[config.mk]
export PLATFORM = sky130hd
export DESIGN_NAME = pq_dip_swell_noload_regs
export DESIGN_NICKNAME = d
export VERILOG_FILES = /design/src/pq_regs_pkg.sv /design/src/sample_fifo.sv /design/src/pq_dip_swell_noload_regs.sv
export SDC_FILE = /design/constraint.sdc
export NUM_CORES = 2
export LEC_CHECK = 0
export ABC_AREA = 1
export BUFFER_PORTS_ARGS = -buffer_cell sky130_fd_sc_hd__buf_4
export CORE_UTILIZATION = 55
export CTS_CLUSTER_SIZE = 14
export DETAILED_ROUTE_END_ITERATION = 10
export PLACE_DENSITY = 0.71
export SLEW_MARGIN = 20
export SYNTH_ARGS = -nofsm -noshare
export SYNTH_HDL_FRONTEND = slang
export SYNTH_SLANG_ARGS = --single-unit
[constraint.sdc]
create_clock -name core_clk -period 27.8 [get_ports core_clk]
set_input_delay 2.78 -clock core_clk [delete_from_list [all_inputs] [get_ports core_clk]]
set_output_delay 2.78 -clock core_clk [all_outputs]
set_load 0.01 [all_outputs]
[src/pq_regs_pkg.sv]
// package for the dip, swell, no-load and channel source register bank
package pq_regs_pkg;
	// ------------------------------------------------------------
	// register offsets (word addresses on the register port)
	// ------------------------------------------------------------
	localparam logic [11:0] ADDR_DIP_THRESHOLD = 12'h410;
	localparam logic [11:0] ADDR_DIP_VALUE_A = 12'h411;
	localparam logic [11:0] ADDR_DIP_VALUE_B = 12'h412;
	localparam logic [11:0] ADDR_DIP_VALUE_C = 12'h413;
	localparam logic [11:0] ADDR_SWELL_THRESHOLD = 12'h414;
	localparam logic [11:0] ADDR_SWELL_VALUE_A = 12'h415;
	localparam logic [11:0] ADDR_SWELL_VALUE_B = 12'h416;
	localparam logic [11:0] ADDR_SWELL_VALUE_C = 12'h417;
	localparam logic [11:0] ADDR_PHASE_NOLOAD = 12'h41f;
	localparam logic [11:0] ADDR_CHANNEL_SOURCE = 12'h424;
	// ------------------------------------------------------------
	// widths and reset values
	// ------------------------------------------------------------
	localparam int LEVEL_W = 24;
	localparam int SAMPLE_W = 24;
	localparam int NUM_CH = 7;
	localparam int SEL_W = 3;
	localparam int NOLOAD_W = 18;
	localparam int PHASE_NL_STRIDE = 6;
	localparam int FUND_NL_OFS = 3;
	localparam int FIFO_DEPTH = 4;
	localparam logic [23:0] DIP_THRESHOLD_RST = 24'h000000;
	localparam logic [23:0] DIP_VALUE_RST = 24'h7fffff;
	localparam logic [23:0] SWELL_THRESHOLD_RST = 24'hffffff;
	localparam logic [23:0] SWELL_VALUE_RST = 24'h000000;
	localparam logic [17:0] NOLOAD_RST = 18'h00000;
	// ------------------------------------------------------------
	// channel source codes, channel index equals its own code
	// ------------------------------------------------------------
	typedef enum logic [2:0] {
		SRC_IA = 3'b000,
		SRC_IB = 3'b001,
		SRC_IC = 3'b010,
		SRC_IN = 3'b011,
		SRC_VA = 3'b100,
		SRC_VB = 3'b101,
		SRC_VC = 3'b110,
		SRC_OWN = 3'b111
	} source_sel_e;
	// selector register layout, field i at bits [3i+2:3i]
	typedef struct packed {
		logic [10:0] reserved;
		source_sel_e volt_c_source_sel;
		source_sel_e volt_b_source_sel;
		source_sel_e volt_a_source_sel;
		source_sel_e cur_n_source_sel;
		source_sel_e cur_c_source_sel;
		source_sel_e cur_b_source_sel;
		source_sel_e cur_a_source_sel;
	} source_select_s;
	// per-phase no-load flags, order within a phase as in the status word
	typedef struct packed {
		logic fund_apparent;
		logic fund_reactive;
		logic fund_active;
		logic total_apparent;
		logic total_reactive;
		logic total_active;
	} phase_noload_s;
	// register port request
	typedef struct packed {
		logic wr_en;
		logic rd_en;
		logic [11:0] addr;
		logic [31:0] wdata;
	} reg_req_s;
	// one converter sample set, all seven channels
	typedef struct packed {
		logic [NUM_CH-1:0][SAMPLE_W-1:0] ch;
	} sample_set_s;
endpackage

[src/sample_fifo.sv]
// small valid/ready fifo for the redirected sample stream
`timescale 1ns/1ps
module sample_fifo #(
	parameter int WIDTH = 168,
	parameter int DEPTH = 4
) (
	// clock and reset
	input wire logic core_clk,
	input wire logic rst,
	// fill side
	input wire logic in_valid,
	output logic in_ready,
	input wire logic [WIDTH-1:0] in_data,
	// drain side
	output logic out_valid,
	input wire logic out_ready,
	output logic [WIDTH-1:0] out_data
);
	localparam int AW = $clog2(DEPTH);
	typedef struct packed {
		logic [DEPTH-1:0][WIDTH-1:0] mem;
		logic [AW-1:0] wptr;
		logic [AW-1:0] rptr;
		logic [AW:0] count;
	} fifo_state_s;
	fifo_state_s st_reg;
	fifo_state_s st_next;
	logic push;
	logic pop;

	// full and empty come straight from the occupancy count
	assign in_ready = (st_reg.count != (AW+1)'(DEPTH));
	assign out_valid = (st_reg.count != '0);
	assign out_data = st_reg.mem[st_reg.rptr];
	assign push = in_valid && in_ready;
	assign pop = out_valid && out_ready;

	// pointer wrap uses DEPTH so a non power of two still works
	always_comb begin
		st_next = st_reg;
		if (push) begin
			st_next.mem[st_reg.wptr] = in_data;
			st_next.wptr = (st_reg.wptr == AW'(DEPTH-1)) ? '0 : st_reg.wptr + 1'b1;
		end
		if (pop) begin
			st_next.rptr = (st_reg.rptr == AW'(DEPTH-1)) ? '0 : st_reg.rptr + 1'b1;
		end
		st_next.count = st_reg.count + (AW+1)'(push) - (AW+1)'(pop);
	end

	// register the state; memory contents need no reset
	always_ff @(posedge core_clk) begin
		if (rst) begin
			st_reg.wptr <= '0;
			st_reg.rptr <= '0;
			st_reg.count <= '0;
		end else begin
			st_reg <= st_next;
		end
		if (!rst) begin
			st_reg.mem <= st_next.mem;
		end
	end
endmodule // sample_fifo

[src/pq_dip_swell_noload_regs.sv]
// dip/swell capture, no-load status and channel source redirect register bank
`timescale 1ns/1ps
module pq_dip_swell_noload_regs (
	// clock and reset
	input wire logic core_clk,
	input wire logic rst,
	// host register port
	input wire pq_regs_pkg::reg_req_s reg_req,
	output logic [31:0] reg_rdata,
	output logic reg_rdata_valid,
	// measured voltage rms-half per phase, with update strobe
	input wire logic [pq_regs_pkg::LEVEL_W-1:0] vrms_half_a,
	input wire logic [pq_regs_pkg::LEVEL_W-1:0] vrms_half_b,
	input wire logic [pq_regs_pkg::LEVEL_W-1:0] vrms_half_c,
	input wire logic vrms_half_update,
	// no-load indications from the energy engines
	input wire pq_regs_pkg::phase_noload_s noload_pa,
	input wire pq_regs_pkg::phase_noload_s noload_pb,
	input wire pq_regs_pkg::phase_noload_s noload_pc,
	// event enables
	input wire logic [2:0] dip_event_en,
	input wire logic total_active_noload_event_en,
	output logic event_n,
	// converter samples in
	input wire pq_regs_pkg::sample_set_s adc_samples,
	input wire logic adc_valid,
	output logic adc_ready,
	// redirected samples out to the measurement channels
	output pq_regs_pkg::sample_set_s chan_samples,
	output logic chan_valid,
	input wire logic chan_ready
);
	import pq_regs_pkg::*;

	// ------------------------------------------------------------
	// state
	// ------------------------------------------------------------
	typedef struct packed {
		logic [LEVEL_W-1:0] dip_threshold_level;
		logic [2:0][LEVEL_W-1:0] dip_value;
		logic [LEVEL_W-1:0] swell_threshold_level;
		logic [2:0][LEVEL_W-1:0] swell_value;
		logic [NOLOAD_W-1:0] noload;
		logic [2:0] in_dip;
		source_select_s src_sel;
		logic [31:0] rdata;
		logic rdata_valid;
		logic event_n;
		sample_set_s routed;
		logic routed_valid;
	} bank_state_s;
	bank_state_s st_reg;
	bank_state_s st_next;
	logic [2:0][LEVEL_W-1:0] vrms;
	logic [NUM_CH-1:0][SEL_W-1:0] sel_vec;
	logic fifo_in_ready;
	logic stall;

	// ------------------------------------------------------------
	// helpers
	// ------------------------------------------------------------
	// pad a 24-bit field to a register word, upper byte reads zero
	function automatic logic [31:0] word24(input logic [LEVEL_W-1:0] v);
		return {8'h00, v};
	endfunction

	// pick one channel's source sample by selector code
	function automatic logic [SAMPLE_W-1:0] route(input sample_set_s s, input source_sel_e sel,
			input int own);
		logic [SAMPLE_W-1:0] r;
		r = s.ch[own];
		if (sel != SRC_OWN) begin
			r = s.ch[sel];
		end
		return r;
	endfunction

	assign vrms = {vrms_half_c, vrms_half_b, vrms_half_a};
	assign sel_vec = {st_reg.src_sel.volt_c_source_sel, st_reg.src_sel.volt_b_source_sel,
		st_reg.src_sel.volt_a_source_sel, st_reg.src_sel.cur_n_source_sel,
		st_reg.src_sel.cur_c_source_sel, st_reg.src_sel.cur_b_source_sel,
		st_reg.src_sel.cur_a_source_sel};
	// the routing stage stalls while its output is held and the fifo is full
	assign stall = st_reg.routed_valid && !fifo_in_ready;
	assign adc_ready = !stall;

	// ------------------------------------------------------------
	// next state
	// ------------------------------------------------------------
	always_comb begin
		st_next = st_reg;
		st_next.rdata_valid = 1'b0;
		// host writes; read-only and reserved bits are simply not stored
		if (reg_req.wr_en) begin
			unique case (reg_req.addr)
				ADDR_DIP_THRESHOLD: begin
					st_next.dip_threshold_level = reg_req.wdata[LEVEL_W-1:0];
				end
				ADDR_SWELL_THRESHOLD: begin
					st_next.swell_threshold_level = reg_req.wdata[LEVEL_W-1:0];
				end
				ADDR_CHANNEL_SOURCE: begin
					st_next.src_sel = reg_req.wdata;
					st_next.src_sel.reserved = '0;
				end
				default: begin
				end
			endcase
		end
		// host reads, data one cycle later; unmapped addresses read zero
		if (reg_req.rd_en) begin
			st_next.rdata_valid = 1'b1;
			unique case (reg_req.addr)
				ADDR_DIP_THRESHOLD: st_next.rdata = word24(st_reg.dip_threshold_level);
				ADDR_DIP_VALUE_A: st_next.rdata = word24(st_reg.dip_value[0]);
				ADDR_DIP_VALUE_B: st_next.rdata = word24(st_reg.dip_value[1]);
				ADDR_DIP_VALUE_C: st_next.rdata = word24(st_reg.dip_value[2]);
				ADDR_SWELL_THRESHOLD: st_next.rdata = word24(st_reg.swell_threshold_level);
				ADDR_SWELL_VALUE_A: st_next.rdata = word24(st_reg.swell_value[0]);
				ADDR_SWELL_VALUE_B: st_next.rdata = word24(st_reg.swell_value[1]);
				ADDR_SWELL_VALUE_C: st_next.rdata = word24(st_reg.swell_value[2]);
				ADDR_PHASE_NOLOAD: st_next.rdata = {14'h0000, st_reg.noload};
				ADDR_CHANNEL_SOURCE: st_next.rdata = st_reg.src_sel;
				default: st_next.rdata = 32'h00000000;
			endcase
		end
		// dip and swell detection on each fresh rms-half value
		if (vrms_half_update) begin
			for (int p = 0; p < 3; p++) begin
				st_next.in_dip[p] = (vrms[p] < st_reg.dip_threshold_level);
				if (vrms[p] < st_reg.dip_threshold_level) begin
					st_next.dip_value[p] = vrms[p];
				end
				if (vrms[p] > st_reg.swell_threshold_level) begin
					st_next.swell_value[p] = vrms[p];
				end
			end
		end
		// no-load status mirrors the engines, phase a low, stride six
		st_next.noload = {noload_pc, noload_pb, noload_pa};
		// event output low while any enabled cause is present
		st_next.event_n = !((|(st_reg.in_dip & dip_event_en))
			|| (total_active_noload_event_en && (noload_pa.total_active
			|| noload_pb.total_active || noload_pc.total_active)));
		// routing stage: loads a new sample set when not stalled
		if (!stall) begin
			st_next.routed_valid = adc_valid;
			if (adc_valid) begin
				for (int c = 0; c < NUM_CH; c++) begin
					st_next.routed.ch[c] = route(adc_samples, source_sel_e'(sel_vec[c]), c);
				end
			end
		end
	end

	// ------------------------------------------------------------
	// registers
	// ------------------------------------------------------------
	always_ff @(posedge core_clk) begin
		if (rst) begin
			st_reg.dip_threshold_level <= DIP_THRESHOLD_RST;
			st_reg.dip_value <= {3{DIP_VALUE_RST}};
			st_reg.swell_threshold_level <= SWELL_THRESHOLD_RST;
			st_reg.swell_value <= {3{SWELL_VALUE_RST}};
			st_reg.noload <= NOLOAD_RST;
			st_reg.in_dip <= 3'h0;
			st_reg.src_sel <= '{reserved: 11'h000, default: SRC_OWN};
			st_reg.rdata <= 32'h00000000;
			st_reg.rdata_valid <= 1'b0;
			st_reg.event_n <= 1'b1;
			st_reg.routed <= '0;
			st_reg.routed_valid <= 1'b0;
		end else begin
			st_reg <= st_next;
		end
	end

	assign reg_rdata = st_reg.rdata;
	assign reg_rdata_valid = st_reg.rdata_valid;
	assign event_n = st_reg.event_n;

	// ------------------------------------------------------------
	// output buffering of routed samples
	// ------------------------------------------------------------
	// the fifo absorbs short stalls of the measurement channels
	sample_fifo #(
		.WIDTH(NUM_CH*SAMPLE_W),
		.DEPTH(FIFO_DEPTH)
	) u_fifo (
		.core_clk(core_clk),
		.rst(rst),
		.in_valid(st_reg.routed_valid),
		.in_ready(fifo_in_ready),
		.in_data(st_reg.routed),
		.out_valid(chan_valid),
		.out_ready(chan_ready),
		.out_data(chan_samples)
	);
endmodule // pq_dip_swell_noload_regs

# --- Word level (Yosys, flattened, before mapping) ---
# Index checks and enable logic that the tools add are counted.
totals:
  output_inout_bits: 204
  reg_bits: 1108
  word_cells: 132
classes:
  muxes: 30
  n_reduce_logical: 24
  eq_ne: 20
  n_addsub: 4
  n_bitwise: 3
  n_lt_le_gt_ge: 16
ops:
  columns: ["cell", "count"]
  rows:
  - ["$bwmux 672", 1]
  - ["$bmux 24 s3", 7]
  - ["$bmux 168 s2", 1]
  - ["$demux 168 s2", 1]
  - ["$mux 168", 2]
  - ["$mux 24", 14]
  - ["$pmux 24 s10", 1]
  - ["$eq 12x11->1 const B", 10]
  - ["$gt 24x24->1", 3]
  - ["$lt 24x24->1", 3]
  - ["$lt 3x4->1 const B", 7]
  - ["$ne 3x3->1 const B", 8]
  - ["$reduce_and 2->1", 11]
  - ["$lt 2x3->1 const B", 2]
  - ["$logic_and 1x1->1", 5]
  - ["$add 2x1->2 const B", 2]
  - ["$eq 2x2->1 const B", 2]
  - ["$mux 2", 2]
  - ["$add 3x1->3", 1]
  - ["$and 3x3->3", 1]
  - ["$logic_not 1->1", 3]
  - ["$logic_or 1x1->1", 3]
  - ["$reduce_bool 3->1", 1]
  - ["$reduce_or 3->1", 1]
  - ["4 further kinds", 5]

# --- Logic depth before layout (Yosys ltp) ---
logic_depth:
  ltp_word: 5
  ltp_mapped: 15
  depth_no_buf: 14

# --- Cells and area by module ---
# From an unflattened synthesis, not the netlist that was laid out.
unflattened:
  cells_unflattened: 6689
  area_unflattened_um2: 56500.4
modules_own_cells:
  columns: ["module", "area_each_um2", "seq_area_each_um2", "cells_per_inst", "n_inst"]
  rows:
  - ["pq_dip_swell_noload_regs", 31298.8, 8588.2, 5000, 1]
  - ["sample_fifo", 25201.7, 20319.5, 1689, 1]

# --- Least setup slack after synthesis ---
# No wires, ideal clock.
synth_path:
  path_type: "in2reg"
  startpoint: "input port rst"
  endpoint: "register u_fifo.st_reg[100] (netlist bit), enable pin"
  t_arrival_ns: 10.456
  path_slack_ns: 16.645
  cell_stages: 5
  path_buffers: 2
  cell_sequence: "inv_1 -> clkbuf_1 -> buf_1 -> nand2_1 -> nor2_1"
synth_between:
  elab_chain_cells: 2
synth_lines:
  columns: ["item", "line_no", "text"]
  rows:
  - ["start: declaration", "pq_dip_swell_noload_regs.sv:6", "input wire logic rst,"]
  - ["$not 1->1 (no source line)", null, null]
  - ["$reduce_and 2->1 (no source line)", null, null]
  - ["end signal: assignment", "sample_fifo.sv:58", "st_reg <= st_next;"]
  - ["end: declaration", "sample_fifo.sv:26", "fifo_state_s st_reg;"]
# No other way between the ends.
# A chain may end at the register's enable or synchronous reset.

==> results.sh <==
export IMPL_status="completed"
export IMPL_finalNetCount=7196
export IMPL_cts_sinks=1108
export IMPL_vias=53191
export IMPL_maxCapViolCount=0
export IMPL_start_util_pct=55.8
export IMPL_layout_common_cells="o21ai_0 (947), nand2_1 (772), a21oi_1 (721)"
export IMPL_dr_pass1_iters=8
export IMPL_arrival_ns=4.47
export IMPL_insertion_delay_ns=0.77
export IMPL_leakage_nw=25.7
export IMPL_clock_path_buffers=3
export IMPL_cp_start_kind="flip-flop"
export IMPL_min_period_over_period_pct=26.1
export IMPL_synth_seq_cells=1108
export IMPL_portBuffers=500
export IMPL_regArea_mm2=0.0289
export IMPL_slew_headroom_pct=11.8
export IMPL_ant_nets=0
export IMPL_worstMarginPinSlew_ns=1.32
export IMPL_synthToLayoutAreaGrowth_pct=13.7
export IMPL_setup_viol=0
export IMPL_worst_setup_path_type="reg -> out"
export IMPL_tritoncts="done"
export IMPL_layout_commonest_cell="o21ai_0"
export IMPL_synth_cells=6579
export IMPL_ys_types=51
export IMPL_path_clk_slew_ns=0.06
export IMPL_slew_violations=0
export IMPL_grt_pass1_vias=47089
export IMPL_routed_wl_um=232000
export IMPL_fin_ws_ns=20.55
export IMPL_largest_reg_flops=679
export IMPL_die_x_um=321
export IMPL_place_worst_setup_slack_ns=21.35
export IMPL_cts_repair_resized=0
export IMPL_max_freq_ghz=0.138
export IMPL_post_cts_buffers=0
export IMPL_p_sw_share_pct=31.3
export IMPL_yosysSeqAreaShare_pct=51.6
export IMPL_power_frac_seq_pct=43.3
export IMPL_grt_pass1_wl_um=328000
export IMPL_worst_setup_path_end_kind="output port"
export IMPL_required_ns=25.02
export IMPL_io_pins=517
export IMPL_synthTopCellsByArea="edfxtp_1 (36%), dfxtp_1 (16%), o21ai_0 (8.5%)"
export IMPL_yosysTopAreaCell="edfxtp_1"
export IMPL_finalHoldViolations=0
export IMPL_synth_edf_count=672
export IMPL_wl_per_cell_um=28.1
export IMPL_power_density_mw_per_mm2=68.8
export IMPL_cts_hold_buf=0
export IMPL_nFillCells=8775
export IMPL_p_sw_mw=1.37
export IMPL_overflow=0
export IMPL_drive_gt1_share_pct=12.0
export IMPL_synthArstFlopShare_pct=0
export IMPL_die_height_um=321
export IMPL_cts_htree_levels=3
export IMPL_grt_util_all_layers_pct=43.9
export IMPL_fin_worst_skew_ns=0.0629
export IMPL_final_util_pct=63.4
export IMPL_antenna_found_initial=64
export IMPL_num_rows=116
export IMPL_cts_made_buffers=110
export IMPL_fin_crit_ns=7.25
export IMPL_drtIter0Drc=7990
export IMPL_irDropWorstVdd_mv=0.0728
export IMPL_min_path_type="reg -> reg"
export IMPL_cp_max_fo=168
export IMPL_place_hpwl_um=154000
export IMPL_ys_flop_type="edfxtp_1"
export IMPL_die_area_mm2=0.103
export IMPL_intPower_mw=3.01
export IMPL_grt_max_degree=169
export IMPL_comb_power_share_pct=22.4
export IMPL_yosysTopAreaCellShare_pct=36.0
export IMPL_route_detailed_drc=0
export IMPL_rsz0062_at_grt="false"
export IMPL_root_buffer="clkbuf_16"
export IMPL_fin_setup_tns_ns=0
export IMPL_gp_congestion=1.08
export IMPL_pwr_share_clk_pct=34.3
export IMPL_core_area_mm2=0.100
export IMPL_synth_area_per_cell_um2=8.51
export IMPL_multi_input_area_mm2=0.0229
export IMPL_viasPerCell=6.45
export IMPL_yosysWarnings=0
export IMPL_synth_area_mm2=0.0560
## area by class of cell
type                    count  share of cell area, %
clock buffers             144                   4.71
clock inverters            66                   1.02
inverters                 496                   2.96
multi-input cells        4428                   36.0
diodes                     56                  0.220
repair buffers            590                   6.96
well taps                1357                   2.67
flip-flops and latches   1108                   45.4
## metal layers
layer  vias up  global-route usage (%)  routed length (µm)
li1      23618                       -                   -
met1     25109                    53.2               81900
met2      3567                    65.2               99400
met3       871                    12.6               28500
met4        26                    35.8               22100
met5         -                       0                 159
## cell families (layout without fill, tap and decap cells)
logic type | after synthesis | after routing | share of synthesized area [%]
xor+xnor | 1 | 1 | 0.0156
simple gates | 2057 | 2057 | 15.7
compound gates | 2213 | 2213 | 21.7
flops | 1108 | 1108 | 51.6
other cells | 1 | 64 | 0.00670
buf+inv | 1050 | 1296 | 7.64
fa+ha+maj | 149 | 149 | 3.34
## metrics by stage
| stage | instances | hold WS [ns] | area, µm² | power [mW] |
|---|---|---|---|---|
| floorplan | 6586 | 0.429 | 56000 | 2.41 |
| global placement | 7979 | 0.438 | 59900 | 2.88 |
| detailed placement | 7979 | 0.443 | 59900 | 2.90 |
| CTS | 8189 | 0.459 | 63500 | 4.37 |
| global route | 8218 | 0.474 | 63600 | 4.52 |
| finish | 8245 | 0.459 | 63700 | 4.38 |
## cells in the mapped netlist, types with 11 or more instances
master,number
buf_4,49
clkbuf_1,362
nand2_1,777
dfxtp_1,436
o21ai_1,59
inv_1,486
o221ai_1,65
nand3_1,645
nor2_1,562
ha_1,148
nor2_2,11
o22ai_1,186
o2111ai_1,21
buf_2,111
buf_1,29
o21ai_0,947
o211ai_1,174
a21oi_1,724
nand4_1,37
edfxtp_1,672
## worst max-delay path, cell delays in order, from the launching register on
cell and delay [ns]:
dfxtp_4 0.55, inv_8 0.57, buf_4 0.91, buf_4 0.72
o21ai_0 0.16, o22ai_1 0.32, buf_4 0.20
## power groups by stage
stage	Sequential (mW)	Clock, mW	Combinational, mW
2_1_floorplan	1.90	0	0.512
3_3_place_gp	1.93	0	0.954
3_5_place_dp	1.93	0	0.968
4_1_cts	1.89	1.51	0.972
5_1_grt	1.90	1.58	1.05
6_report	1.90	1.50	0.982
## worst paths after layout
| path | start | endpoint | slack (ns) | depth (start not counted) |
|---|---|---|---|---|
| max | u_fifo.st_reg[3]$_SDFFE_PP0P_ | chan_samples[161] | 20.55 | 6 |
| min | st_reg[414]$_SDFFE_PP1P_ | st_reg[414]$_SDFFE_PP1P_ | 0.46 | 2 |
| max reg2reg | st_reg[447]$_SDFFE_PP0P_ | st_reg[364]$_SDFFE_PP1P_ | 23.72 | 11 |
| min reg2reg | st_reg[414]$_SDFFE_PP1P_ | st_reg[414]$_SDFFE_PP1P_ | 0.46 | 2 |
(Power assumes the default switching activity.)
